===== config.mk =====
export PLATFORM = sky130hd
export DESIGN_NAME = sfs_frame_status
export DESIGN_NICKNAME = d
export VERILOG_FILES = /design/src/sfs_pkg.sv /design/src/sfs_frame_status.sv
export VERILOG_INCLUDE_DIRS = /design/src
export SDC_FILE = /design/constraint.sdc
export NUM_CORES = 1
export LEC_CHECK = 0
export ABC_AREA = 0
export BUFFER_PORTS_ARGS = -buffer_cell sky130_fd_sc_hd__buf_2
export CORE_MARGIN = 4
export CORE_UTILIZATION = 46
export CTS_BUF_LIST = sky130_fd_sc_hd__clkbuf_8 sky130_fd_sc_hd__clkbuf_16
export DETAILED_ROUTE_END_ITERATION = 12
export SLEW_MARGIN = 25
export SYNTH_ARGS = -nofsm -noshare
export SYNTH_HDL_FRONTEND = slang
export SYNTH_SLANG_ARGS = --single-unit

===== constraint.sdc =====
create_clock -name clk_sys_i -period 11.1 [get_ports clk_sys_i]
set_input_delay 1.11 -clock clk_sys_i [delete_from_list [all_inputs] [get_ports clk_sys_i]]
set_output_delay 1.11 -clock clk_sys_i [all_outputs]
set_load 0.02 [all_outputs]

===== src/sfs_cfg.svh =====
// Constants for the frame status FIFO and enhancement logic
`ifndef SFS_CFG_SVH
`define SFS_CFG_SVH
// Register pointer values (point-high pointers carry bit 3)
`define SFS_IX_TX_RX_STATUS 4'h0
`define SFS_IX_RX_COND      4'h1
`define SFS_IX_IRQ_VECTOR   4'h2
`define SFS_IX_IRQ_PENDING  4'h3
`define SFS_IX_RX_CONFIG    4'h3
`define SFS_IX_MODE_CONFIG  4'h4
`define SFS_IX_TX_CONFIG    4'h5
`define SFS_IX_CNT_LOW      4'h6
`define SFS_IX_CNT_HIGH     4'h7
`define SFS_IX_SYNC_FLAG    4'h7
`define SFS_IX_DATA         4'h8
`define SFS_IX_RX_CFG_RB    4'h9
`define SFS_IX_LINE_CTRL    4'ha
`define SFS_IX_MISC         4'ha
`define SFS_IX_LINE_RB      4'hb
`define SFS_IX_BAUD_LOW     4'hc
`define SFS_IX_BAUD_HIGH    4'hd
`define SFS_IX_OPT_RB       4'he
`define SFS_IX_ENH_EN       4'hf
// enhancement_enable_reg bits
`define SFS_ENH_OPT_BIT     0
`define SFS_ENH_FIFO_BIT    2
// sdlc_option_reg bits
`define SFS_OPT_AUTO_FLAG   0
`define SFS_OPT_AUTO_EOM    1
`define SFS_OPT_AUTO_RTS    2
`define SFS_OPT_FORCE_TXD   3
`define SFS_OPT_FAST_REQ    4
`define SFS_OPT_CRC_CAPT    5
`define SFS_OPT_EXT_READ    6
// fifo_count_high bits
`define SFS_CNTH_AVAIL_BIT  6
`define SFS_CNTH_OVF_BIT    7
// tx_config request-to-send bit
`define SFS_TXC_RTS_BIT     1
// Reset values
`define SFS_REG_RESET       8'h00
// Sizes
`define SFS_CNT_W           14
`define SFS_STAT_W          5
`define SFS_FIFO_DEPTH      10
`endif


===== src/sfs_pkg.sv =====
// Types shared by the frame status FIFO block
package sfs_pkg;
  `include "sfs_cfg.svh"

  // One stored frame: byte count and the five kept status bits
  typedef struct packed {
    logic [`SFS_CNT_W-1:0] count;
    logic [2:0]            residue;
    logic                  overrun;
    logic                  crc_err;
  } sfs_entry_t;

  // Live status and read-only images supplied by the channel core
  typedef struct packed {
    logic [7:0] tx_rx_status;
    logic [7:0] rx_cond;
    logic [7:0] irq_vector;
    logic [7:0] irq_pending;
    logic [7:0] rx_data;
    logic [7:0] misc_status;
    logic [7:0] baud_low;
    logic [7:0] baud_high;
    logic [7:0] ext_status;
  } sfs_core_stat_t;

  // Written configuration handed back to the core
  typedef struct packed {
    logic [7:0] rx_config;
    logic [7:0] mode_config;
    logic [7:0] tx_config;
    logic [7:0] sync_flag;
    logic [7:0] line_control;
    logic [7:0] enh_enable;
    logic [7:0] option;
  } sfs_cfg_regs_t;

  // Enhancement controls for the core
  typedef struct packed {
    logic auto_flag;
    logic auto_eom;
    logic force_txd_high;
    logic fast_req;
    logic crc_full;
  } sfs_ctrl_t;
endpackage : sfs_pkg


===== src/sfs_frame_status.sv =====
// Frame status FIFO, byte counter and enhancement register logic
`timescale 1ns/1ps

// ---------------------------------------------------------------------
// Generic FIFO with valid/ready on both sides
// ---------------------------------------------------------------------
module sfs_fifo #(
  parameter int WIDTH = 19,
  parameter int DEPTH = 16
) (
  // Clock and reset
  input  wire logic             clk_sys_i,
  input  wire logic             rst_i,
  input  wire logic             ce_i,
  input  wire logic             flush_i,
  // Filling side
  input  wire logic             in_valid_i,
  output logic                  in_ready_o,
  input  wire logic [WIDTH-1:0] in_data_i,
  // Draining side
  output logic                  out_valid_o,
  input  wire logic             out_ready_i,
  output logic [WIDTH-1:0]      out_data_o
);
  localparam int AW = $clog2(DEPTH);
  localparam int CW = $clog2(DEPTH + 1);

  typedef struct packed {
    logic [DEPTH-1:0][WIDTH-1:0] mem;
    logic [AW-1:0]               wr_ptr;
    logic [AW-1:0]               rd_ptr;
    logic [CW-1:0]               used;
  } sfs_fifo_state_t;

  sfs_fifo_state_t st;
  sfs_fifo_state_t next_st;
  logic            push;
  logic            pop;

  // Pointer step that wraps at the depth, not at a power of two
  function automatic logic [AW-1:0] sfs_step(input logic [AW-1:0] p);
    sfs_step = (p == AW'(DEPTH - 1)) ? '0 : AW'(p + 1'b1);
  endfunction : sfs_step

  // Full and empty come straight from the occupancy count
  assign in_ready_o  = (st.used != CW'(DEPTH));
  assign out_valid_o = (st.used != '0);
  assign out_data_o  = st.mem[st.rd_ptr];
  assign push        = in_valid_i & in_ready_o;
  assign pop         = out_valid_o & out_ready_i;

  // Next state
  always_comb begin
    next_st = st;
    if (flush_i) begin
      next_st.wr_ptr = '0;
      next_st.rd_ptr = '0;
      next_st.used   = '0;
    end else begin
      if (push) begin
        next_st.mem[st.wr_ptr] = in_data_i;
        next_st.wr_ptr         = sfs_step(st.wr_ptr);
      end
      if (pop) begin
        next_st.rd_ptr = sfs_step(st.rd_ptr);
      end
      if (push && !pop) begin
        next_st.used = CW'(st.used + 1'b1);
      end else if (pop && !push) begin
        next_st.used = CW'(st.used - 1'b1);
      end
    end
  end

  // State register
  always_ff @(posedge clk_sys_i or posedge rst_i) begin
    if (rst_i) begin
      st <= '0;
    end else if (ce_i) begin
      st <= next_st;
    end
  end
endmodule : sfs_fifo

// ---------------------------------------------------------------------
// Channel frame status and enhancement block
// ---------------------------------------------------------------------
module sfs_frame_status
  import sfs_pkg::*;
(
  // Clock, reset and clock enable
  input  wire logic            clk_sys_i,
  input  wire logic            rst_i,
  input  wire logic            ce_i,
  // Register port
  input  wire logic [3:0]      reg_idx_i,
  input  wire logic            reg_rd_i,
  input  wire logic            reg_wr_i,
  input  wire logic [7:0]      reg_wdata_i,
  output logic [7:0]           reg_rdata_o,
  output logic                 reg_rvalid_o,
  // Receive events from the channel core
  input  wire logic            sdlc_mode_i,
  input  wire logic            rx_data_wr_i,
  input  wire logic            rx_flag_i,
  input  wire logic            rx_eof_i,
  input  wire logic            closing_flag_done_i,
  input  wire sfs_core_stat_t  core_stat_i,
  // Configuration and controls to the channel core
  output sfs_cfg_regs_t        cfg_o,
  output sfs_ctrl_t            ctrl_o,
  output logic                 rts_o,
  output logic                 fifo_active_o,
  output logic                 status_lost_o
);
  // -------------------------------------------------------------------
  // State and decode
  // -------------------------------------------------------------------
  typedef struct packed {
    sfs_cfg_regs_t         cfg;
    sfs_ctrl_t             ctrl;
    logic [`SFS_CNT_W-1:0] byte_cnt;
    logic                  overflow;
    logic                  avail_lat;
    logic                  armed;
    logic                  rts_hold;
    logic                  rts;
    logic [7:0]            rdata;
    logic                  rvalid;
  } sfs_state_t;

  sfs_state_t  st;
  sfs_state_t  next_st;
  sfs_entry_t  head;
  sfs_entry_t  new_entry;
  logic        fifo_en;
  logic        opt_en;
  logic        ext_rd;
  logic        active;
  logic        not_empty;
  logic        in_ready;
  logic        push_req;
  logic        pop;
  logic        use_fifo;
  logic        rd_cnt_high;
  logic        rd_status;
  logic [7:0]  status_mux;
  logic [7:0]  cnt_high;
  logic [7:0]  cnt_low;
  logic [7:0]  rd_mux;

  // Register access strobes, true only on an enabled cycle
  function automatic logic sfs_hit(input logic stb, input logic [3:0] ix,
                                   input logic [3:0] want);
    sfs_hit = stb & (ix == want);
  endfunction : sfs_hit

  // Enable bits decode independently of each other
  assign fifo_en     = st.cfg.enh_enable[`SFS_ENH_FIFO_BIT];
  assign opt_en      = st.cfg.enh_enable[`SFS_ENH_OPT_BIT];
  assign ext_rd      = opt_en & st.cfg.option[`SFS_OPT_EXT_READ];
  assign active      = fifo_en & sdlc_mode_i;
  assign rd_cnt_high = sfs_hit(reg_rd_i & ce_i, reg_idx_i, `SFS_IX_CNT_HIGH);
  assign rd_status   = sfs_hit(reg_rd_i & ce_i, reg_idx_i, `SFS_IX_RX_COND);

  // -------------------------------------------------------------------
  // Status FIFO
  // -------------------------------------------------------------------
  // Entry packs the running count and the five stored status bits
  assign new_entry.count   = st.byte_cnt;
  assign new_entry.residue = core_stat_i.rx_cond[3:1];
  assign new_entry.overrun = core_stat_i.rx_cond[5];
  assign new_entry.crc_err = core_stat_i.rx_cond[6];
  assign push_req          = active & rx_eof_i;

  // Pop only when a count-high read armed it and found data
  assign use_fifo = active & not_empty & st.armed & st.avail_lat;
  assign pop      = rd_status & use_fifo;

  sfs_fifo #(
    .WIDTH ($bits(sfs_entry_t)),
    .DEPTH (`SFS_FIFO_DEPTH)
  ) u_status_fifo (
    .clk_sys_i   (clk_sys_i),
    .rst_i       (rst_i),
    .ce_i        (ce_i),
    .flush_i     (~active),
    .in_valid_i  (push_req),
    .in_ready_o  (in_ready),
    .in_data_i   (new_entry),
    .out_valid_o (not_empty),
    .out_ready_i (pop),
    .out_data_o  (head)
  );

  // -------------------------------------------------------------------
  // Read multiplexer
  // -------------------------------------------------------------------
  // Stored bits replace live ones; all-sent, parity and EOF stay live
  always_comb begin
    status_mux = core_stat_i.rx_cond;
    if (use_fifo) begin
      status_mux[3:1] = head.residue;
      status_mux[5]   = head.overrun;
      status_mux[6]   = head.crc_err;
    end
  end

  // Count bytes carry the head even when empty; software must check bit 6
  always_comb begin
    cnt_high                      = {2'b00, head.count[13:8]};
    cnt_high[`SFS_CNTH_AVAIL_BIT] = active & not_empty;
    cnt_high[`SFS_CNTH_OVF_BIT]   = st.overflow;
    cnt_low                       = head.count[7:0];
  end

  // Pointer map; images follow the enable and extended-read bits
  always_comb begin
    rd_mux = 8'h00;
    unique case (reg_idx_i)
      `SFS_IX_TX_RX_STATUS: rd_mux = core_stat_i.tx_rx_status;
      `SFS_IX_RX_COND:      rd_mux = status_mux;
      `SFS_IX_IRQ_VECTOR:   rd_mux = core_stat_i.irq_vector;
      `SFS_IX_IRQ_PENDING:  rd_mux = core_stat_i.irq_pending;
      `SFS_IX_MODE_CONFIG:  rd_mux = ext_rd ? st.cfg.mode_config
                                            : core_stat_i.tx_rx_status;
      `SFS_IX_TX_CONFIG:    rd_mux = ext_rd ? st.cfg.tx_config
                                            : status_mux;
      `SFS_IX_CNT_LOW:      rd_mux = fifo_en ? cnt_low
                                             : core_stat_i.irq_vector;
      `SFS_IX_CNT_HIGH:     rd_mux = fifo_en ? cnt_high
                                             : core_stat_i.irq_pending;
      `SFS_IX_DATA:         rd_mux = core_stat_i.rx_data;
      `SFS_IX_RX_CFG_RB:    rd_mux = ext_rd ? st.cfg.rx_config
                                            : core_stat_i.baud_high;
      `SFS_IX_MISC:         rd_mux = core_stat_i.misc_status;
      `SFS_IX_LINE_RB:      rd_mux = ext_rd ? st.cfg.line_control
                                            : core_stat_i.ext_status;
      `SFS_IX_BAUD_LOW:     rd_mux = core_stat_i.baud_low;
      `SFS_IX_BAUD_HIGH:    rd_mux = core_stat_i.baud_high;
      `SFS_IX_OPT_RB:       rd_mux = ext_rd ? st.cfg.option
                                            : core_stat_i.misc_status;
      `SFS_IX_ENH_EN:       rd_mux = core_stat_i.ext_status;
    endcase
  end

  // -------------------------------------------------------------------
  // Next state
  // -------------------------------------------------------------------
  always_comb begin
    next_st        = st;
    next_st.rvalid = 1'b0;
    // Read data is captured so the bus sees a flop, one cycle later
    if (reg_rd_i) begin
      next_st.rdata  = rd_mux;
      next_st.rvalid = 1'b1;
    end
    // Configuration writes; sync flag pointer redirects when options on
    if (reg_wr_i) begin
      unique case (reg_idx_i)
        `SFS_IX_RX_CONFIG:   next_st.cfg.rx_config    = reg_wdata_i;
        `SFS_IX_MODE_CONFIG: next_st.cfg.mode_config  = reg_wdata_i;
        `SFS_IX_TX_CONFIG:   next_st.cfg.tx_config    = reg_wdata_i;
        `SFS_IX_LINE_CTRL:   next_st.cfg.line_control = reg_wdata_i;
        `SFS_IX_ENH_EN:      next_st.cfg.enh_enable   = reg_wdata_i;
        `SFS_IX_SYNC_FLAG: begin
          if (opt_en) begin
            next_st.cfg.option = reg_wdata_i;
          end else begin
            next_st.cfg.sync_flag = reg_wdata_i;
          end
        end
        default: ;
      endcase
    end
    // Count-high read latches availability and arms one pop
    if (reg_rd_i && reg_idx_i == `SFS_IX_CNT_HIGH) begin
      next_st.avail_lat = active & not_empty;
      next_st.armed     = 1'b1;
    end else if (reg_rd_i && reg_idx_i == `SFS_IX_RX_COND) begin
      next_st.armed = 1'b0;
    end
    // Overflow is sticky while enabled; clearing the enable clears it
    if (!fifo_en) begin
      next_st.overflow = 1'b0;
    end else if (push_req && !in_ready) begin
      next_st.overflow = 1'b1;
    end
    // Byte counter: flag restarts it, at one if a data write comes in the same cycle
    if (!active) begin
      next_st.byte_cnt = '0;
    end else if (rx_flag_i) begin
      next_st.byte_cnt = {{(`SFS_CNT_W-1){1'b0}}, rx_data_wr_i};
    end else if (rx_data_wr_i) begin
      next_st.byte_cnt = `SFS_CNT_W'(st.byte_cnt + 1'b1);
    end
    // Auto turnoff keeps request-to-send until the closing flag is out
    if (!(opt_en && sdlc_mode_i && st.cfg.option[`SFS_OPT_AUTO_RTS])) begin
      next_st.rts_hold = 1'b0;
    end else if (reg_wr_i && reg_idx_i == `SFS_IX_TX_CONFIG &&
                 st.cfg.tx_config[`SFS_TXC_RTS_BIT] &&
                 !reg_wdata_i[`SFS_TXC_RTS_BIT]) begin
      next_st.rts_hold = 1'b1;
    end else if (closing_flag_done_i) begin
      next_st.rts_hold = 1'b0;
    end
    next_st.rts = next_st.cfg.tx_config[`SFS_TXC_RTS_BIT] | next_st.rts_hold;
    // Options 0 to 2 need SDLC mode; 3 to 6 do not
    next_st.ctrl.auto_flag      = next_st.cfg.enh_enable[`SFS_ENH_OPT_BIT]
                                  & sdlc_mode_i
                                  & next_st.cfg.option[`SFS_OPT_AUTO_FLAG];
    next_st.ctrl.auto_eom       = next_st.cfg.enh_enable[`SFS_ENH_OPT_BIT]
                                  & sdlc_mode_i
                                  & next_st.cfg.option[`SFS_OPT_AUTO_EOM];
    next_st.ctrl.force_txd_high = next_st.cfg.enh_enable[`SFS_ENH_OPT_BIT]
                                  & next_st.cfg.option[`SFS_OPT_FORCE_TXD];
    next_st.ctrl.fast_req       = next_st.cfg.enh_enable[`SFS_ENH_OPT_BIT]
                                  & next_st.cfg.option[`SFS_OPT_FAST_REQ];
    next_st.ctrl.crc_full       = next_st.cfg.enh_enable[`SFS_ENH_OPT_BIT]
                                  & next_st.cfg.option[`SFS_OPT_CRC_CAPT];
  end

  // State register; every configuration register clears on reset
  always_ff @(posedge clk_sys_i or posedge rst_i) begin
    if (rst_i) begin
      st <= '0;
    end else if (ce_i) begin
      st <= next_st;
    end
  end

  // Outputs
  assign reg_rdata_o   = st.rdata;
  assign reg_rvalid_o  = st.rvalid;
  assign cfg_o         = st.cfg;
  assign ctrl_o        = st.ctrl;
  assign rts_o         = st.rts;
  assign fifo_active_o = active;
  assign status_lost_o = st.overflow;
endmodule : sfs_frame_status


==> run summary <==
clock skew: 0.0176 ns
Max clock buf depth: 3
endpoint type of the worst setup path: flip-flop
CTS tree: yes
post-cts hold buffer count: 0
Initial Util: 47.1%
r2r endpoint: reg_rdata_o[5]
ys async rst share: 100%
post_cts resized: 0
number of buffers created by CTS: 34
leakage power: 7.92 nW
Hold Path Class: reg2reg
Ys Warns: 0
Fill cells: 2973
DRT antenna net count: 0
CTS H-Tree Depth: 2
layout cell share with drive strength beyond 1: 38.9%
largest net degree at the start of global routing: 86
layout net count: 1453
main flop type after synthesis: dfrtp_1
drc violations: 0
number of flops mapped to enable cells by yosys: 0
routed vias: 10796
Area Growth Syn to Fin: 10.8%
commonest non-fill, non-tap cell in the layout: dfrtp_1
initial antenna violation count: 0
Worst Path Required: 11.49 ns
Post-CTS Setup Bufs: 0
RR Startpoint: u_status_fifo.st[4]
Pre-antenna DRT Iters: 7
Hold EP: u_status_fifo.st[131]
Cell Area, Synth: 15400 um2
Power Dens Cells: 158 nW/um2
first-pass GRT wire length: 68100 um
Synth Net Count: 1395
Syn Area/Cell: 11.9 um2
core area: 32800 um2
reg2reg path depth: 7
GP Congestion: 0.972
status: completed
ant diodes: 0
Tightest Pin Transition: 1.07 ns
most frequent cells in the layout: dfrtp_1, mux2_2, buf_2, nand2_1, mux2i_1
Die Y: 191 um
Yosys reg bits: 291
die width: 191 um
FMAX: 0.294 GHz
Final Power: 2.70 mW
hpwl dp: 31500 um
Final Max Slew Viols: 0
PortBufs: 166
initial DRC count: 1011
Post-Synthesis Cells: 1295
max cap viols: 0
hold depth: 1
Netlist cell types: 76
RSZ-0062 raised after global routing: false
clk_lat worst skew: 0.52 ns
Hold Startpoint: u_status_fifo.st[131]
max_slew headroom: 28.2%
Root Buffer: clkbuf_16
GRT Overall Usage: 24.3%
IO Count: 167
r2r setup slk: 7.80 ns
Worst VDD drop: 124 uV
worst setup path class: in2reg
sequential element share of the synthesized area: 47.2%
Period Utilization, post-route: 30.7%
TritonCTS Sinks: 291
CP arrival: 3.79 ns
die area: 36600 um2
Finished Layout Cells: 1817
setup violation total in the final timing report: 0
Worst-path clk slew: 0.06 ns
Final Hold Fails: 0
row count: 66
drt total wl: 44800 um
crit path time final: 3.41 ns
Hold WS: 0.480 ns
routed vias/inst: 5.94
crit-path max FO: 23
number of global-route vias before repair: 10861
startpoint types: primary input
GRT Residual Overflow: 0
TNS Setup: 0 ns
drt wl/cell: 24.6 um
dpl cells: 1759
metal layers:
| metal | global-route usage [%] | vias up | part of all wire, % | wire length (um) |
|---|---|---|---|---|
| li1 | - | 4795 | - | - |
| met1 | 34.2 | 5507 | 44 | 19800 |
| met2 | 37.9 | 404 | 46 | 20400 |
| met3 | 5.02 | 90 | 7.3 | 3260 |
| met4 | 7.68 | 0 | 3.0 | 1350 |
| met5 | 0 | - | 0 | 0 |
power by group:
part	switching [mW]	internal, mW	total [mW]
combinational	0.244	0.164	0.408
sequential	0.0740	1.14	1.22
clock	0.441	0.637	1.08
total	0.759	1.94	2.70
sequential cells by signal (all words and copies together) (netlist names):
name,count
u_status_fifo.st,202
cfg_o,56
new_entry,14
reg_rdata_o,8
ctrl_o,5
st,3
reg_rvalid_o,1
rts_o,1
status_lost_o,1
worst max-delay path, cell delays in order:
cell      delay (ns)
buf_2           0.37
and2_0          0.74
a311oi_2        0.28
inv_1           0.14
ha_1            0.24
a21o_1          0.17
a21oi_1         0.17
xnor2_1         0.10
and3_1          0.19
a211o_1         0.26
kinds of logic (layout without fill, tap and decap cells):
kind of cell,after synthesis,count (layout),synth area share (%)
buffers and inverters,174,254,6.47
AOI/OAI and AO/OA,202,202,8.96
and+or+nand+nor,260,260,8.87
adders and majority gates,6,6,0.535
xor gates and xnor gates,11,11,0.624
DFF,291,291,47.2
muxes,351,351,27.4
cell usage after synthesis (5+ instances only):
library cell,n,area [um2]
o22ai_1,15,93.8
a21oi_1,46,230
nand4_1,6,37.5
mux2_4,10,150
a22oi_1,18,135
nand2_1,96,360
nor2b_1,21,131
a22o_1,5,43.8
mux2i_1,73,731
buf_1,5,18.8
nand2_2,5,31.3
nand2b_1,10,62.6
clkbuf_1,53,199
a32oi_1,5,43.8
o221ai_1,11,96.3
nor3_1,14,70.1
buf_4,74,556
mux2_2,237,2670
o2bb2ai_1,7,61.3
o211ai_1,8,60.1
buf_2,22,110
dfrtp_1,291,7280
and3_1,10,62.6
and2_1,6,37.5
mux4_2,29,653
a21o_1,5,37.5
inv_1,13,48.8
o21ai_0,35,175
xor2_1,9,78.8
nor2_1,32,120
ha_1,5,62.6
or3_1,5,31.3
a211oi_1,5,37.5
nand3_1,25,125
through the flow:
step	utilization, %	cell area, um2	setup slack, ns
floorplan	-	15400	1.96
global placement	48.8	16000	7.24
detailed placement	48.8	16000	7.18
CTS	52.1	17100	7.71
global route	52.2	17100	7.53
finish	52.2	17100	7.69
worst max-delay path by stage:
stage / from / end / slack [ns] / cells after the start
3_3_place_gp: ce_i / u_status_fifo.st[3] / 7.24 / 10
3_5_place_dp: ce_i / u_status_fifo.st[3] / 7.18 / 10
4_1_cts: ce_i / u_status_fifo.st[3] / 7.71 / 10
5_1_grt: ce_i / u_status_fifo.st[3] / 7.53 / 10
6_report: ce_i / u_status_fifo.st[3] / 7.69 / 10
2_1_floorplan: rst_i / cfg_o[0] / 1.96 / 1
cell type report:
| class | count | area, um2 | area share, % |
|---|---|---|---|
| Clock buffer | 42 | 961 | 5.62 |
| Clock inverter | 16 | 123 | 0.717 |
| Timing Repair Buffer | 181 | 947 | 5.54 |
| Inverter | 15 | 63.8 | 0.373 |
| Multi-Input combinational cell | 830 | 7170 | 41.9 |
| Tap cell | 442 | 553 | 3.23 |
| Sequential cell | 291 | 7290 | 42.6 |
Power figures use the tool's default switching activity.
